`src/design/csm_pkg.sv`:
```
package csm_pkg;
	localparam int XLEN = 32;
	localparam logic [4:0] MODE_USR = 5'h10;
	localparam logic [4:0] MODE_FIQ = 5'h11;
	localparam logic [4:0] MODE_IRQ = 5'h12;
	localparam logic [4:0] MODE_SVC = 5'h13;
	localparam logic [4:0] MODE_ABT = 5'h17;
	localparam logic [4:0] MODE_UND = 5'h1b;
	localparam logic [4:0] MODE_SYS = 5'h1f;
	localparam logic [31:0] VEC_RESET = 32'h00000000;
	localparam logic [31:0] VEC_UND = 32'h00000004;
	localparam logic [31:0] VEC_SWI = 32'h00000008;
	localparam logic [31:0] VEC_PABT = 32'h0000000c;
	localparam logic [31:0] VEC_DABT = 32'h00000010;
	localparam logic [31:0] VEC_IRQ = 32'h00000018;
	localparam logic [31:0] VEC_FIQ = 32'h0000001c;
	localparam logic [31:0] STEP_NATIVE = 32'h00000004;
	localparam logic [31:0] STEP_COMPACT = 32'h00000002;
	localparam logic [1:0] SIZE_BYTE = 2'h0;
	localparam logic [1:0] SIZE_HALF = 2'h1;
	localparam logic [1:0] SIZE_WORD = 2'h2;
	localparam logic [1:0] FETCH_WORD_MASK = 2'h3;
	localparam logic [1:0] FETCH_HALF_MASK = 2'h1;
	localparam logic [1:0] BC_DEC_CYCLES = 2'h2;
	typedef enum logic [2:0] {
		CSM_NATIVE = 3'b001,
		CSM_COMPACT = 3'b010,
		CSM_BYTECODE = 3'b100
	} csm_state_type;
	// decoded instruction as seen by the control block
	typedef struct packed {
		logic valid;
		logic bx;
		logic branch_link_exchange;
		logic ld_pc;
		logic branch_to_bytecode;
		logic to_compact;
		logic msr_mode;
		logic [4:0] new_mode;
		logic exc_return;
		logic rd_we;
		logic [3:0] rd;
		logic [3:0] rs1;
		logic [3:0] rs2;
		logic is_load;
		logic bc_complex;
	} csm_dec_type;
	typedef struct packed {
		logic dabt;
		logic fiq;
		logic irq;
		logic pabt;
		logic breakpoint_instruction;
		logic undef;
		logic software_interrupt_trap;
	} csm_exc_type;
	typedef struct packed {
		logic [4:0] mode;
		logic jbit;
		logic tbit;
	} csm_psr_type;
	typedef enum logic [1:0] {
		FWD_NONE = 2'h0,
		FWD_EX = 2'h1,
		FWD_MEM = 2'h2
	} csm_fwd_type;
endpackage

```
`src/design/csm_core_ctrl.sv`:
```
`timescale 1ns/1ps
module csm_core_ctrl #(
	parameter int AW = 32,
	parameter int EXP_LEN = 4
) (
	// clock and reset
	input wire logic clk_i,
	input wire logic nrst_i,
	// decode and exception inputs
	input wire csm_pkg::csm_dec_type dec_i,
	input wire csm_pkg::csm_exc_type exc_i,
	input wire logic [AW-1:0] branch_tgt_i,
	// data access request from execute
	input wire logic dreq_i,
	input wire logic [AW-1:0] daddr_i,
	input wire logic [1:0] dsize_i,
	// bus masters
	output logic iahb_req_o,
	output logic [AW-1:0] iahb_addr_o,
	output logic [1:0] iahb_size_o,
	input wire logic iahb_ready_i,
	output logic dahb_req_o,
	output logic [AW-1:0] dahb_addr_o,
	output logic [1:0] dahb_size_o,
	input wire logic dahb_ready_i,
	// status and pipeline control
	output csm_pkg::csm_state_type state_o,
	output csm_pkg::csm_psr_type cur_psr_o,
	output csm_pkg::csm_psr_type saved_psr_o,
	output logic privileged_o,
	output logic stall_o,
	output csm_pkg::csm_fwd_type fwd_a_o,
	output csm_pkg::csm_fwd_type fwd_b_o,
	output logic align_fault_o,
	output logic [4:0] stage_valid_o,
	output logic expanding_o
);
	csm_pkg::csm_state_type state_r, state_nxt;
	csm_pkg::csm_psr_type cur_r, cur_nxt;
	csm_pkg::csm_psr_type saved_r [7];
	logic [AW-1:0] pc_r, pc_nxt;
	logic dec2_r;
	logic [4:0] stg_r;
	logic ex_we_r, mem_we_r, ex_ld_r;
	logic [3:0] ex_rd_r, mem_rd_r;
	logic [$clog2(EXP_LEN+1)-1:0] exp_cnt_r;
	logic [1:0] dsize_r;
	logic [AW-1:0] daddr_r;
	logic dreq_r;

	// exception selection, priority order fixed in hardware
	wire logic take_dabt = exc_i.dabt;
	wire logic fiq_ok = exc_i.fiq && !take_dabt;
	wire logic irq_ok = exc_i.irq && !take_dabt && !exc_i.fiq;
	wire logic pabt_ok = exc_i.pabt && !take_dabt && !exc_i.fiq && !exc_i.irq;
	wire logic sync_ok = !take_dabt && !exc_i.fiq && !exc_i.irq && !exc_i.pabt;
	wire logic breakpoint_instruction_ok = sync_ok && exc_i.breakpoint_instruction;
	wire logic und_ok = sync_ok && exc_i.undef;
	wire logic swi_ok = sync_ok && exc_i.software_interrupt_trap;
	wire logic exc_take = take_dabt || fiq_ok || irq_ok || pabt_ok || breakpoint_instruction_ok || und_ok || swi_ok;
	wire logic [4:0] exc_mode = (take_dabt || pabt_ok || breakpoint_instruction_ok) ? csm_pkg::MODE_ABT :
		fiq_ok ? csm_pkg::MODE_FIQ :
		irq_ok ? csm_pkg::MODE_IRQ :
		und_ok ? csm_pkg::MODE_UND : csm_pkg::MODE_SVC;
	wire logic [AW-1:0] exc_vec = AW'(take_dabt ? csm_pkg::VEC_DABT :
		fiq_ok ? csm_pkg::VEC_FIQ :
		irq_ok ? csm_pkg::VEC_IRQ :
		(pabt_ok || breakpoint_instruction_ok) ? csm_pkg::VEC_PABT :
		und_ok ? csm_pkg::VEC_UND : csm_pkg::VEC_SWI);

	function automatic logic [2:0] mode_idx(input logic [4:0] m);
		case (m)
			csm_pkg::MODE_FIQ: mode_idx = 3'h1;
			csm_pkg::MODE_IRQ: mode_idx = 3'h2;
			csm_pkg::MODE_SVC: mode_idx = 3'h3;
			csm_pkg::MODE_ABT: mode_idx = 3'h4;
			csm_pkg::MODE_UND: mode_idx = 3'h5;
			default: mode_idx = 3'h0;
		endcase
	endfunction

	// hazards: load-use stalls, alu results forward
	wire logic hit_ex_a = ex_we_r && dec_i.valid && ex_rd_r == dec_i.rs1;
	wire logic hit_ex_b = ex_we_r && dec_i.valid && ex_rd_r == dec_i.rs2;
	wire logic hit_mem_a = mem_we_r && dec_i.valid && mem_rd_r == dec_i.rs1;
	wire logic hit_mem_b = mem_we_r && dec_i.valid && mem_rd_r == dec_i.rs2;
	wire logic load_use = ex_ld_r && (hit_ex_a || hit_ex_b);
	wire logic bus_wait = (iahb_req_o && !iahb_ready_i) || (dahb_req_o && !dahb_ready_i);
	// second bytecode decode cycle holds fetch for one slot
	wire logic bc_hold = state_r == csm_pkg::CSM_BYTECODE && !dec2_r && dec_i.valid;
	wire logic expanding = exp_cnt_r != '0;
	wire logic stall = load_use || bus_wait || bc_hold || expanding;
	wire logic adv = dec_i.valid && !stall;

	// size check against address low bits
	wire logic misalign = dreq_i && ((dsize_i == csm_pkg::SIZE_WORD && |daddr_i[1:0]) ||
		(dsize_i == csm_pkg::SIZE_HALF && daddr_i[0]));
	wire logic bad_size = dreq_i && dsize_i != csm_pkg::SIZE_BYTE &&
		dsize_i != csm_pkg::SIZE_HALF && dsize_i != csm_pkg::SIZE_WORD;

	// restored state from the saved word on return
	wire csm_pkg::csm_psr_type ret_psr = saved_r[mode_idx(cur_r.mode)];
	wire logic priv = cur_r.mode != csm_pkg::MODE_USR;

	always_comb begin
		state_nxt = state_r;
		cur_nxt = cur_r;
		pc_nxt = pc_r;
		if (exc_take) begin
			state_nxt = csm_pkg::CSM_NATIVE;
			cur_nxt.mode = exc_mode;
			cur_nxt.tbit = 1'b0;
			cur_nxt.jbit = 1'b0;
			pc_nxt = exc_vec;
		end else if (adv) begin
			case (state_r)
				csm_pkg::CSM_NATIVE: pc_nxt = pc_r + AW'(csm_pkg::STEP_NATIVE);
				csm_pkg::CSM_COMPACT: pc_nxt = pc_r + AW'(csm_pkg::STEP_COMPACT);
				csm_pkg::CSM_BYTECODE: pc_nxt = pc_r + AW'(csm_pkg::STEP_NATIVE);
				default: pc_nxt = pc_r;
			endcase
			if (dec_i.exc_return && priv) begin
				cur_nxt = ret_psr;
				state_nxt = ret_psr.jbit ? csm_pkg::CSM_BYTECODE :
					ret_psr.tbit ? csm_pkg::CSM_COMPACT : csm_pkg::CSM_NATIVE;
				pc_nxt = branch_tgt_i;
			end else if (dec_i.branch_to_bytecode && state_r == csm_pkg::CSM_NATIVE) begin
				state_nxt = csm_pkg::CSM_BYTECODE;
				cur_nxt.jbit = 1'b1;
				pc_nxt = branch_tgt_i;
			end else if ((dec_i.bx || dec_i.branch_link_exchange || dec_i.ld_pc) &&
				state_r != csm_pkg::CSM_BYTECODE) begin
				state_nxt = dec_i.to_compact ? csm_pkg::CSM_COMPACT : csm_pkg::CSM_NATIVE;
				cur_nxt.tbit = dec_i.to_compact;
				pc_nxt = branch_tgt_i;
			end else if ((dec_i.bx || dec_i.ld_pc) && state_r == csm_pkg::CSM_BYTECODE) begin
				// bytecode leaves only for native
				state_nxt = csm_pkg::CSM_NATIVE;
				cur_nxt.jbit = 1'b0;
				pc_nxt = branch_tgt_i;
			end
			if (dec_i.msr_mode && priv) begin
				cur_nxt.mode = dec_i.new_mode;
			end
		end
	end

	always_ff @(posedge clk_i or negedge nrst_i) begin
		if (!nrst_i) begin
			state_r <= csm_pkg::CSM_NATIVE;
			cur_r <= '{mode: csm_pkg::MODE_SVC, jbit: 1'b0, tbit: 1'b0};
			pc_r <= AW'(csm_pkg::VEC_RESET);
		end else begin
			state_r <= state_nxt;
			cur_r <= cur_nxt;
			pc_r <= pc_nxt;
		end
	end

	// saved status word per privileged mode, user/system share none
	genvar gi;
	generate
		// slots 0 and 6 never match an exception mode and stay cleared
		for (gi = 0; gi < 7; gi++) begin : g_saved
			always_ff @(posedge clk_i or negedge nrst_i) begin
				if (!nrst_i) begin
					saved_r[gi] <= '0;
				end else if (exc_take && mode_idx(exc_mode) == 3'(gi)) begin
					saved_r[gi] <= cur_r;
				end
			end
		end
	endgenerate

	always_ff @(posedge clk_i or negedge nrst_i) begin
		if (!nrst_i) begin
			dec2_r <= 1'b0;
			exp_cnt_r <= '0;
		end else begin
			dec2_r <= bc_hold;
			if (expanding) begin
				exp_cnt_r <= exp_cnt_r - 1'b1;
			end else if (adv && state_r == csm_pkg::CSM_BYTECODE && dec_i.bc_complex) begin
				exp_cnt_r <= ($clog2(EXP_LEN+1))'(EXP_LEN);
			end
		end
	end

	// pipeline occupancy and write tracking, same registers in all states
	always_ff @(posedge clk_i or negedge nrst_i) begin
		if (!nrst_i) begin
			stg_r <= '0;
			ex_we_r <= 1'b0;
			ex_ld_r <= 1'b0;
			ex_rd_r <= '0;
			mem_we_r <= 1'b0;
			mem_rd_r <= '0;
		end else begin
			stg_r <= {stg_r[3:2], adv && !exc_take, !stall, 1'b1};
			ex_we_r <= adv && !exc_take && dec_i.rd_we;
			ex_ld_r <= adv && !exc_take && dec_i.is_load;
			ex_rd_r <= dec_i.rd;
			mem_we_r <= ex_we_r;
			mem_rd_r <= ex_rd_r;
		end
	end

	always_ff @(posedge clk_i or negedge nrst_i) begin
		if (!nrst_i) begin
			dreq_r <= 1'b0;
			daddr_r <= '0;
			dsize_r <= csm_pkg::SIZE_WORD;
		end else if (!(dahb_req_o && !dahb_ready_i)) begin
			dreq_r <= dreq_i && !misalign && !bad_size;
			daddr_r <= daddr_i;
			dsize_r <= dsize_i;
		end
	end

	// independent masters; data holds until its ready, fetch address moves on an exception even while waiting
	assign iahb_req_o = !expanding;
	assign iahb_addr_o = state_r == csm_pkg::CSM_COMPACT ?
		{pc_r[AW-1:1], 1'b0} : {pc_r[AW-1:2], 2'h0};
	assign iahb_size_o = state_r == csm_pkg::CSM_COMPACT ? csm_pkg::SIZE_HALF :
		csm_pkg::SIZE_WORD;
	assign dahb_req_o = dreq_r;
	assign dahb_addr_o = daddr_r;
	assign dahb_size_o = dsize_r;
	assign state_o = state_r;
	assign cur_psr_o = cur_r;
	assign saved_psr_o = ret_psr;
	assign privileged_o = priv;
	assign stall_o = stall;
	assign fwd_a_o = hit_ex_a && !ex_ld_r ? csm_pkg::FWD_EX :
		hit_mem_a ? csm_pkg::FWD_MEM : csm_pkg::FWD_NONE;
	assign fwd_b_o = hit_ex_b && !ex_ld_r ? csm_pkg::FWD_EX :
		hit_mem_b ? csm_pkg::FWD_MEM : csm_pkg::FWD_NONE;
	assign align_fault_o = misalign || bad_size;
	assign stage_valid_o = stg_r;
	assign expanding_o = expanding;

	a_exc_native: assert property (@(posedge clk_i) disable iff (!nrst_i)
		exc_take |=> state_r == csm_pkg::CSM_NATIVE && !cur_r.tbit && !cur_r.jbit)
		else $error("exception did not enter native state");
	a_abort_mode: assert property (@(posedge clk_i) disable iff (!nrst_i)
		exc_i.dabt |=> cur_r.mode == csm_pkg::MODE_ABT)
		else $error("data abort did not enter abort mode");
	a_undef_mode: assert property (@(posedge clk_i) disable iff (!nrst_i)
		und_ok |=> cur_r.mode == csm_pkg::MODE_UND)
		else $error("undefined did not enter undefined mode");
	a_saved_word: assert property (@(posedge clk_i) disable iff (!nrst_i)
		exc_take |=> saved_psr_o == $past(cur_r))
		else $error("status word not saved on entry");
	a_fiq_over_irq: assert property (@(posedge clk_i) disable iff (!nrst_i)
		exc_i.fiq && exc_i.irq && !exc_i.dabt |=> cur_r.mode == csm_pkg::MODE_FIQ)
		else $error("priority order broken");
	a_bc_word_fetch: assert property (@(posedge clk_i) disable iff (!nrst_i)
		state_r == csm_pkg::CSM_BYTECODE |-> iahb_addr_o[1:0] == 2'h0 &&
		iahb_size_o == csm_pkg::SIZE_WORD)
		else $error("bytecode fetch not whole word");
	a_no_misalign: assert property (@(posedge clk_i) disable iff (!nrst_i)
		misalign && !(dahb_req_o && !dahb_ready_i) |=> !dahb_req_o)
		else $error("misaligned access reached bus");
	a_load_use: assert property (@(posedge clk_i) disable iff (!nrst_i)
		load_use && !exc_take |-> stall_o ##1 pc_r == $past(pc_r))
		else $error("load-use hazard not stalled");
	a_bc_enter: assert property (@(posedge clk_i) disable iff (!nrst_i)
		$rose(state_r == csm_pkg::CSM_BYTECODE) |-> $past(dec_i.branch_to_bytecode) || $past(dec_i.exc_return))
		else $error("bytecode entered without branch-to-bytecode");
	a_priv_mode: assert property (@(posedge clk_i) disable iff (!nrst_i)
		!privileged_o && dec_i.msr_mode && adv && !exc_take |=>
		cur_r.mode == $past(cur_r.mode))
		else $error("user mode changed its own mode");
endmodule

```
`config.mk`:
```
export PLATFORM = sky130hd
export DESIGN_NAME = csm_core_ctrl
export DESIGN_NICKNAME = d
export VERILOG_FILES = /design/src/design/csm_pkg.sv /design/src/design/csm_core_ctrl.sv
export SDC_FILE = /design/constraint.sdc
export NUM_CORES = 1
export LEC_CHECK = 0
export BUFFER_PORTS_ARGS = -buffer_cell sky130_fd_sc_hd__buf_2
export CAP_MARGIN = 10
export CORE_MARGIN = 3
export CORE_UTILIZATION = 25
export CTS_CLUSTER_DIAMETER = 40
export DETAILED_ROUTE_END_ITERATION = 10
export PLACE_DENSITY = 0.57
export SKIP_LAST_GASP = 1
export SYNTH_ARGS = -nofsm -noshare
export SYNTH_HDL_FRONTEND = slang
export SYNTH_SLANG_ARGS = --single-unit
```
`constraint.sdc`:
```
create_clock -name clk_i -period 2.1 [get_ports clk_i]
set_input_delay 0.42 -clock clk_i [delete_from_list [all_inputs] [get_ports clk_i]]
set_output_delay 0.42 -clock clk_i [all_outputs]
set_load 0.01 [all_outputs]
```
# Yosys cells after proc, flatten, opt, wreduce, memory -nomap -nowiden
# Cells that the tools add are included.
word_totals:
  input_bits: 106
  regBits: 146
  out_inout_bits: 100
classes:
  eq_ne: 31
  bitwise: 1
  muxes: 48
  n_reduce_logical: 100
  magnitude_cmp: 1
  n_addsub: 3
op_table:
  columns: ["operator", "n"]
  rows:
  - ["32-bit 2-to-1 mux", 6]
  - ["32-bit case mux with 2 select lines", 1]
  - ["1-bit logical AND", 51]
  - ["5-bit == test, second input constant", 10]
  - ["32-bit by 2-bit adder with 32-bit output, second input constant", 1]
  - ["32-bit by 3-bit adder with 32-bit output, second input constant", 1]
  - ["3-bit case mux with 5 select lines", 2]
  - ["7-bit 2-to-1 mux", 4]
  - ["3-bit 2-to-1 mux", 9]
  - ["5-bit 2-to-1 mux", 5]
  - ["4-bit 2-to-1 mux", 6]
  - ["7-bit binary-select mux with 3-bit select", 1]
  - ["1-bit logical OR", 19]
  - ["2-bit 2-to-1 mux", 9]
  - ["4-bit == test", 4]
  - ["1-bit zero test", 13]
  - ["3-bit == test, second input constant", 4]
  - ["3-bit by 2-bit == test with 1-bit output, second input constant", 3]
  - ["3-bit nonzero test", 3]
  - ["7-bit nonzero test", 1]
  - ["3-bit by 1-bit == test with 1-bit output, second input constant", 2]
  - ["3-bit != test, second input constant", 2]
  - ["2-bit AND reduction", 3]
  - ["3-bit AND reduction", 2]
  - ["other kinds (15)", 22]

# Longest topological paths before layout
logic_depth:
  depth_word: 13
  depth_mapped: 8
  mapped_depth_nobuf: 7

# Worst setup path after synthesis
# Ideal clock, no wire load.
synth_path:
  path_type: "flip-flop to output port"
  start: "register cur_r, in the netlist cur_psr_o[2]"
  end: "output saved_psr_o[6] (netlist name)"
  path_stages_with_launch: 8
  path_slack_ns: -0.251
  t_required_ns: 1.680
  arrival_time_ns: 1.931
  path_cell_list: "dfstp_2 > buf_2 > nand3b_1 > nor2_1 > buf_4 > mux2i_1 > o22ai_1 > or2_2"
synth_lines:
  columns: ["element", "line", "text"]
  rows:
  - ["start: declaration", "csm_core_ctrl.sv:39", "csm_pkg::csm_psr_type cur_r, cur_nxt;"]
  - ["start signal: assignment", "csm_core_ctrl.sv:151", "cur_r <= '{mode: csm_pkg::MODE_SVC, jbit: 1'b0, tbit: 1'b0};"]
  - ["start signal: assignment", "csm_core_ctrl.sv:155", "cur_r <= cur_nxt;"]
  - ["end: declaration", "csm_core_ctrl.sv:29", "output csm_pkg::csm_psr_type saved_psr_o,"]

==> impl_metrics.yaml <==
worst_setup_path:
  cp.required_ns: 1.68
  critPathArrivalTime_ns: 2.18
  end_kind: "output port"
  critPathLaunchType: "register"
  path_cells: "nand3b_1 > nor2_2 > buf_6 > mux2i_1 > o22ai_2 > or2_4 > buf_6"
  r2r-start: "cur_psr_o[6]"
  crit_start: "cur_psr_o[2]"
  crit_fanout: 4
  max_stage_delay_ns: 0.57
  cp_slowest_cell: "dfstp_2"
  critPathKind: "reg -> out"
  cpMostUsedCell: "buf_6"
  crit_family: "simple AND/OR/NAND/NOR gates"
  cp.buffers_inverters: 2
  regToRegSetupSlack_ns: -0.45
drt:
  wl_per_cell_microns: 17.6
  first_pass_iters: 5
  antenna_left: 0
  drt_first_iter_violations: 352
  vias: 7184
  viasPerCell: 4.89
  drc: 0
  routed_wirelength_microns: 25900
cts:
  cts_root_buf: "clkbuf_16"
  cts_sinks: 138
  clkLatencyLatePin_ns: 0.43
  cts_tree: "built"
  clock_path_buffers: 2
  cts_buffers: 17
  htree_levels: 4
  path_clk_slew_ns: 0.06
floorplanning:
  die_area_sq_um: 32000
  row_count: 62
  initial_utilization_pct: 25.7
  fp.dieH_microns: 179
  top_level_ports: 206
  die_w_microns: 179
  core_sq_um: 29100
synth:
  synth_nets: 856
  yosysMostFrequentCell: "dfrtp_1"
  ys_top_cells_by_count: "dfrtp_1, nand2_1, mux2_2, o21ai_0, buf_4"
  synthCells: 748
  yosysWarnings: 0
  synthArstFlopShare_pct: 100
  syn_area_sq_um: 7460
  yosys.cell_types.count: 74
  netlist.area_leader.share_pct: 44.6
  yosysSeqAreaShare_pct: 46.4
  ys.flop_type: "dfrtp_1"
  avgSynthCellArea_sq_um: 9.98
  synth-seq-cells: 138
  synth_top_cell_by_area: "dfrtp_1"
  synth-edff-count: 0
  ys_top_cells_by_area: "dfrtp_1, mux2_2, nand2_1"
timing:
  hold_viol: 0
  hold_ws_ns: 0.105
  period_minus_slack_ns: 2.60
  worst_pin_slew_ns: 0.750
  setup_slack_ns: -0.499
  finalSetupViolations: 52
  fin_crit_sh_pct: 124
  rsz0062_at_grt: "yes"
  slew_violations: 0
  timing.fmax_ghz: 0.385
  relSlewSlack_pct: 49.7
  skew_ns: 0.0159
flow_run:
  cap_violations: 0
global_routing:
  grt-ovfl-total: 0
  grt_max_degree: 60
  antenna_found_initial: 0
  grt_pass1_vias: 6976
  grt_pass1_wl_microns: 38500
  track_usage_pct: 15.7
finish:
  stdcell_area_sq_um: 11600
  syn_to_final_growth_pct: 55.0
  nNetsFinal: 1180
  layout.cells.non_filler: 1469
  drive_above_1_share_pct: 53.6
  fill_cells: 2848
  antenna_cells: 0
outcome:
  violations: "negative setup slack"
  outcome: "complete, but fails checks"
power_and_ir_drop:
  leakage_nw: 5.22
  p_per_area_nw_per_um2: 613
  ir_worst_vdd_mv: 0.448
min_path:
  min-delay-start: "dec_i[10]"
  hold_path.class: "in -> reg"
place:
  placedCellCount: 1390
  port_buffers: 203
  gp_congestion: 0.836
  dpl-instance-area_sq_um: 9730
  dp_hpwl_microns: 18700
final timing paths:
check,to,cells past startpoint
max,saved_psr_o[6],7
min,ex_rd_r[0],1
max reg2reg,pc_r[24],10
min reg2reg,saved_r[46],0
max in group asynchronous,dahb_size_o[1],3
min in group asynchronous,pc_r[30],2
layout make-up:
class                   count  area, sq um  area share [%]
flip-flops and latches    138         3460            29.9
clock inverters            14          170            1.47
clock buffers              18          429            3.71
repair buffers            380         2790            24.1
inverters                  28          109           0.941
well taps                 384          480            4.15
multi-input cells         507         4130            35.7
cell families after synthesis:
| group | share of synthesized area, % |
|---|---|
| adders and majority gates | 0.469 |
| and+or+nand+nor | 14.7 |
| xor gates and xnor gates | 2.58 |
| other | 0.101 |
| buffers and inverters | 7.46 |
| DFF | 46.4 |
| AOI/OAI and AO/OA | 18.7 |
| muxes | 9.62 |
registers in the layout (all words and copies together), names as in the netlist:
name           cells
stage_valid_o      5
cur_psr_o          7
ex_ld_r            1
dahb_size_o        2
pc_r              31
dahb_req_o         1
exp_cnt_r          3
ex_rd_r            4
mem_we_r           1
ex_we_r            1
state_o            3
mem_rd_r           4
dahb_addr_o       32
dec2_r             1
saved_r           42
worst reg2reg max path, stage by stage (launching register included):
cell and delay, ns:
dfstp_2 0.57, or4b_4 0.48, buf_6 0.14, o21ai_4 0.26, buf_6 0.15, nand3_4 0.07
a31oi_4 0.31, buf_6 0.18, buf_16 0.13, a31oi_1 0.05, o22ai_1 0.15
layer usage:
layer,GRT usage (%),wire length [microns]
met1,21.0,11400
met2,24.9,12200
met3,3.52,1710
met4,5.39,639
met5,0,0
what timing repair did:
action,4_1_cts,5_1_grt
pin swaps,60,52
setup endpoints to repair,57,56
hold buffers,1,0
buffers inserted,30,18
hold endpoints to repair,31,0
gates resized for setup,116,75
cloned,7,0
cells in the final DEF (no fill, tap or decap), drive strengths merged, types with 11 or more instances in the layout:
cell and count:
a21oi 20, a31oi 24, and2 12, and3 11, buf 379, clkbuf 18, dfrtp 133, inv 30
mux2 54, mux2i 11, nand2 77, nand3 26, nor2 27, nor3 16, o21ai 49, o22ai 19
o31a 21, xnor2 11, xor2 11
through the flow:
stage | total power [mW] | utilization (%) | setup TNS (ns) | setup WS [ns]
after floorplan | 3.38 | - | -0.875 | -0.0707
after global placement | 3.88 | 33.5 | -5.51 | -0.261
after detailed placement | 3.90 | 33.5 | -6.07 | -0.272
after CTS | 7.15 | 38.3 | -13.88 | -0.540
after global routing | 7.41 | 39.8 | -20.85 | -0.573
final | 7.09 | 39.8 | -16.84 | -0.499
power breakdown:
part           switching, mW  total, mW  internal [mW]
sequential            0.0821       2.89           2.80
clock                   1.23       3.10           1.87
combinational          0.551       1.10          0.548
total                   1.86       7.09           5.23
(Power assumes the default switching activity.)
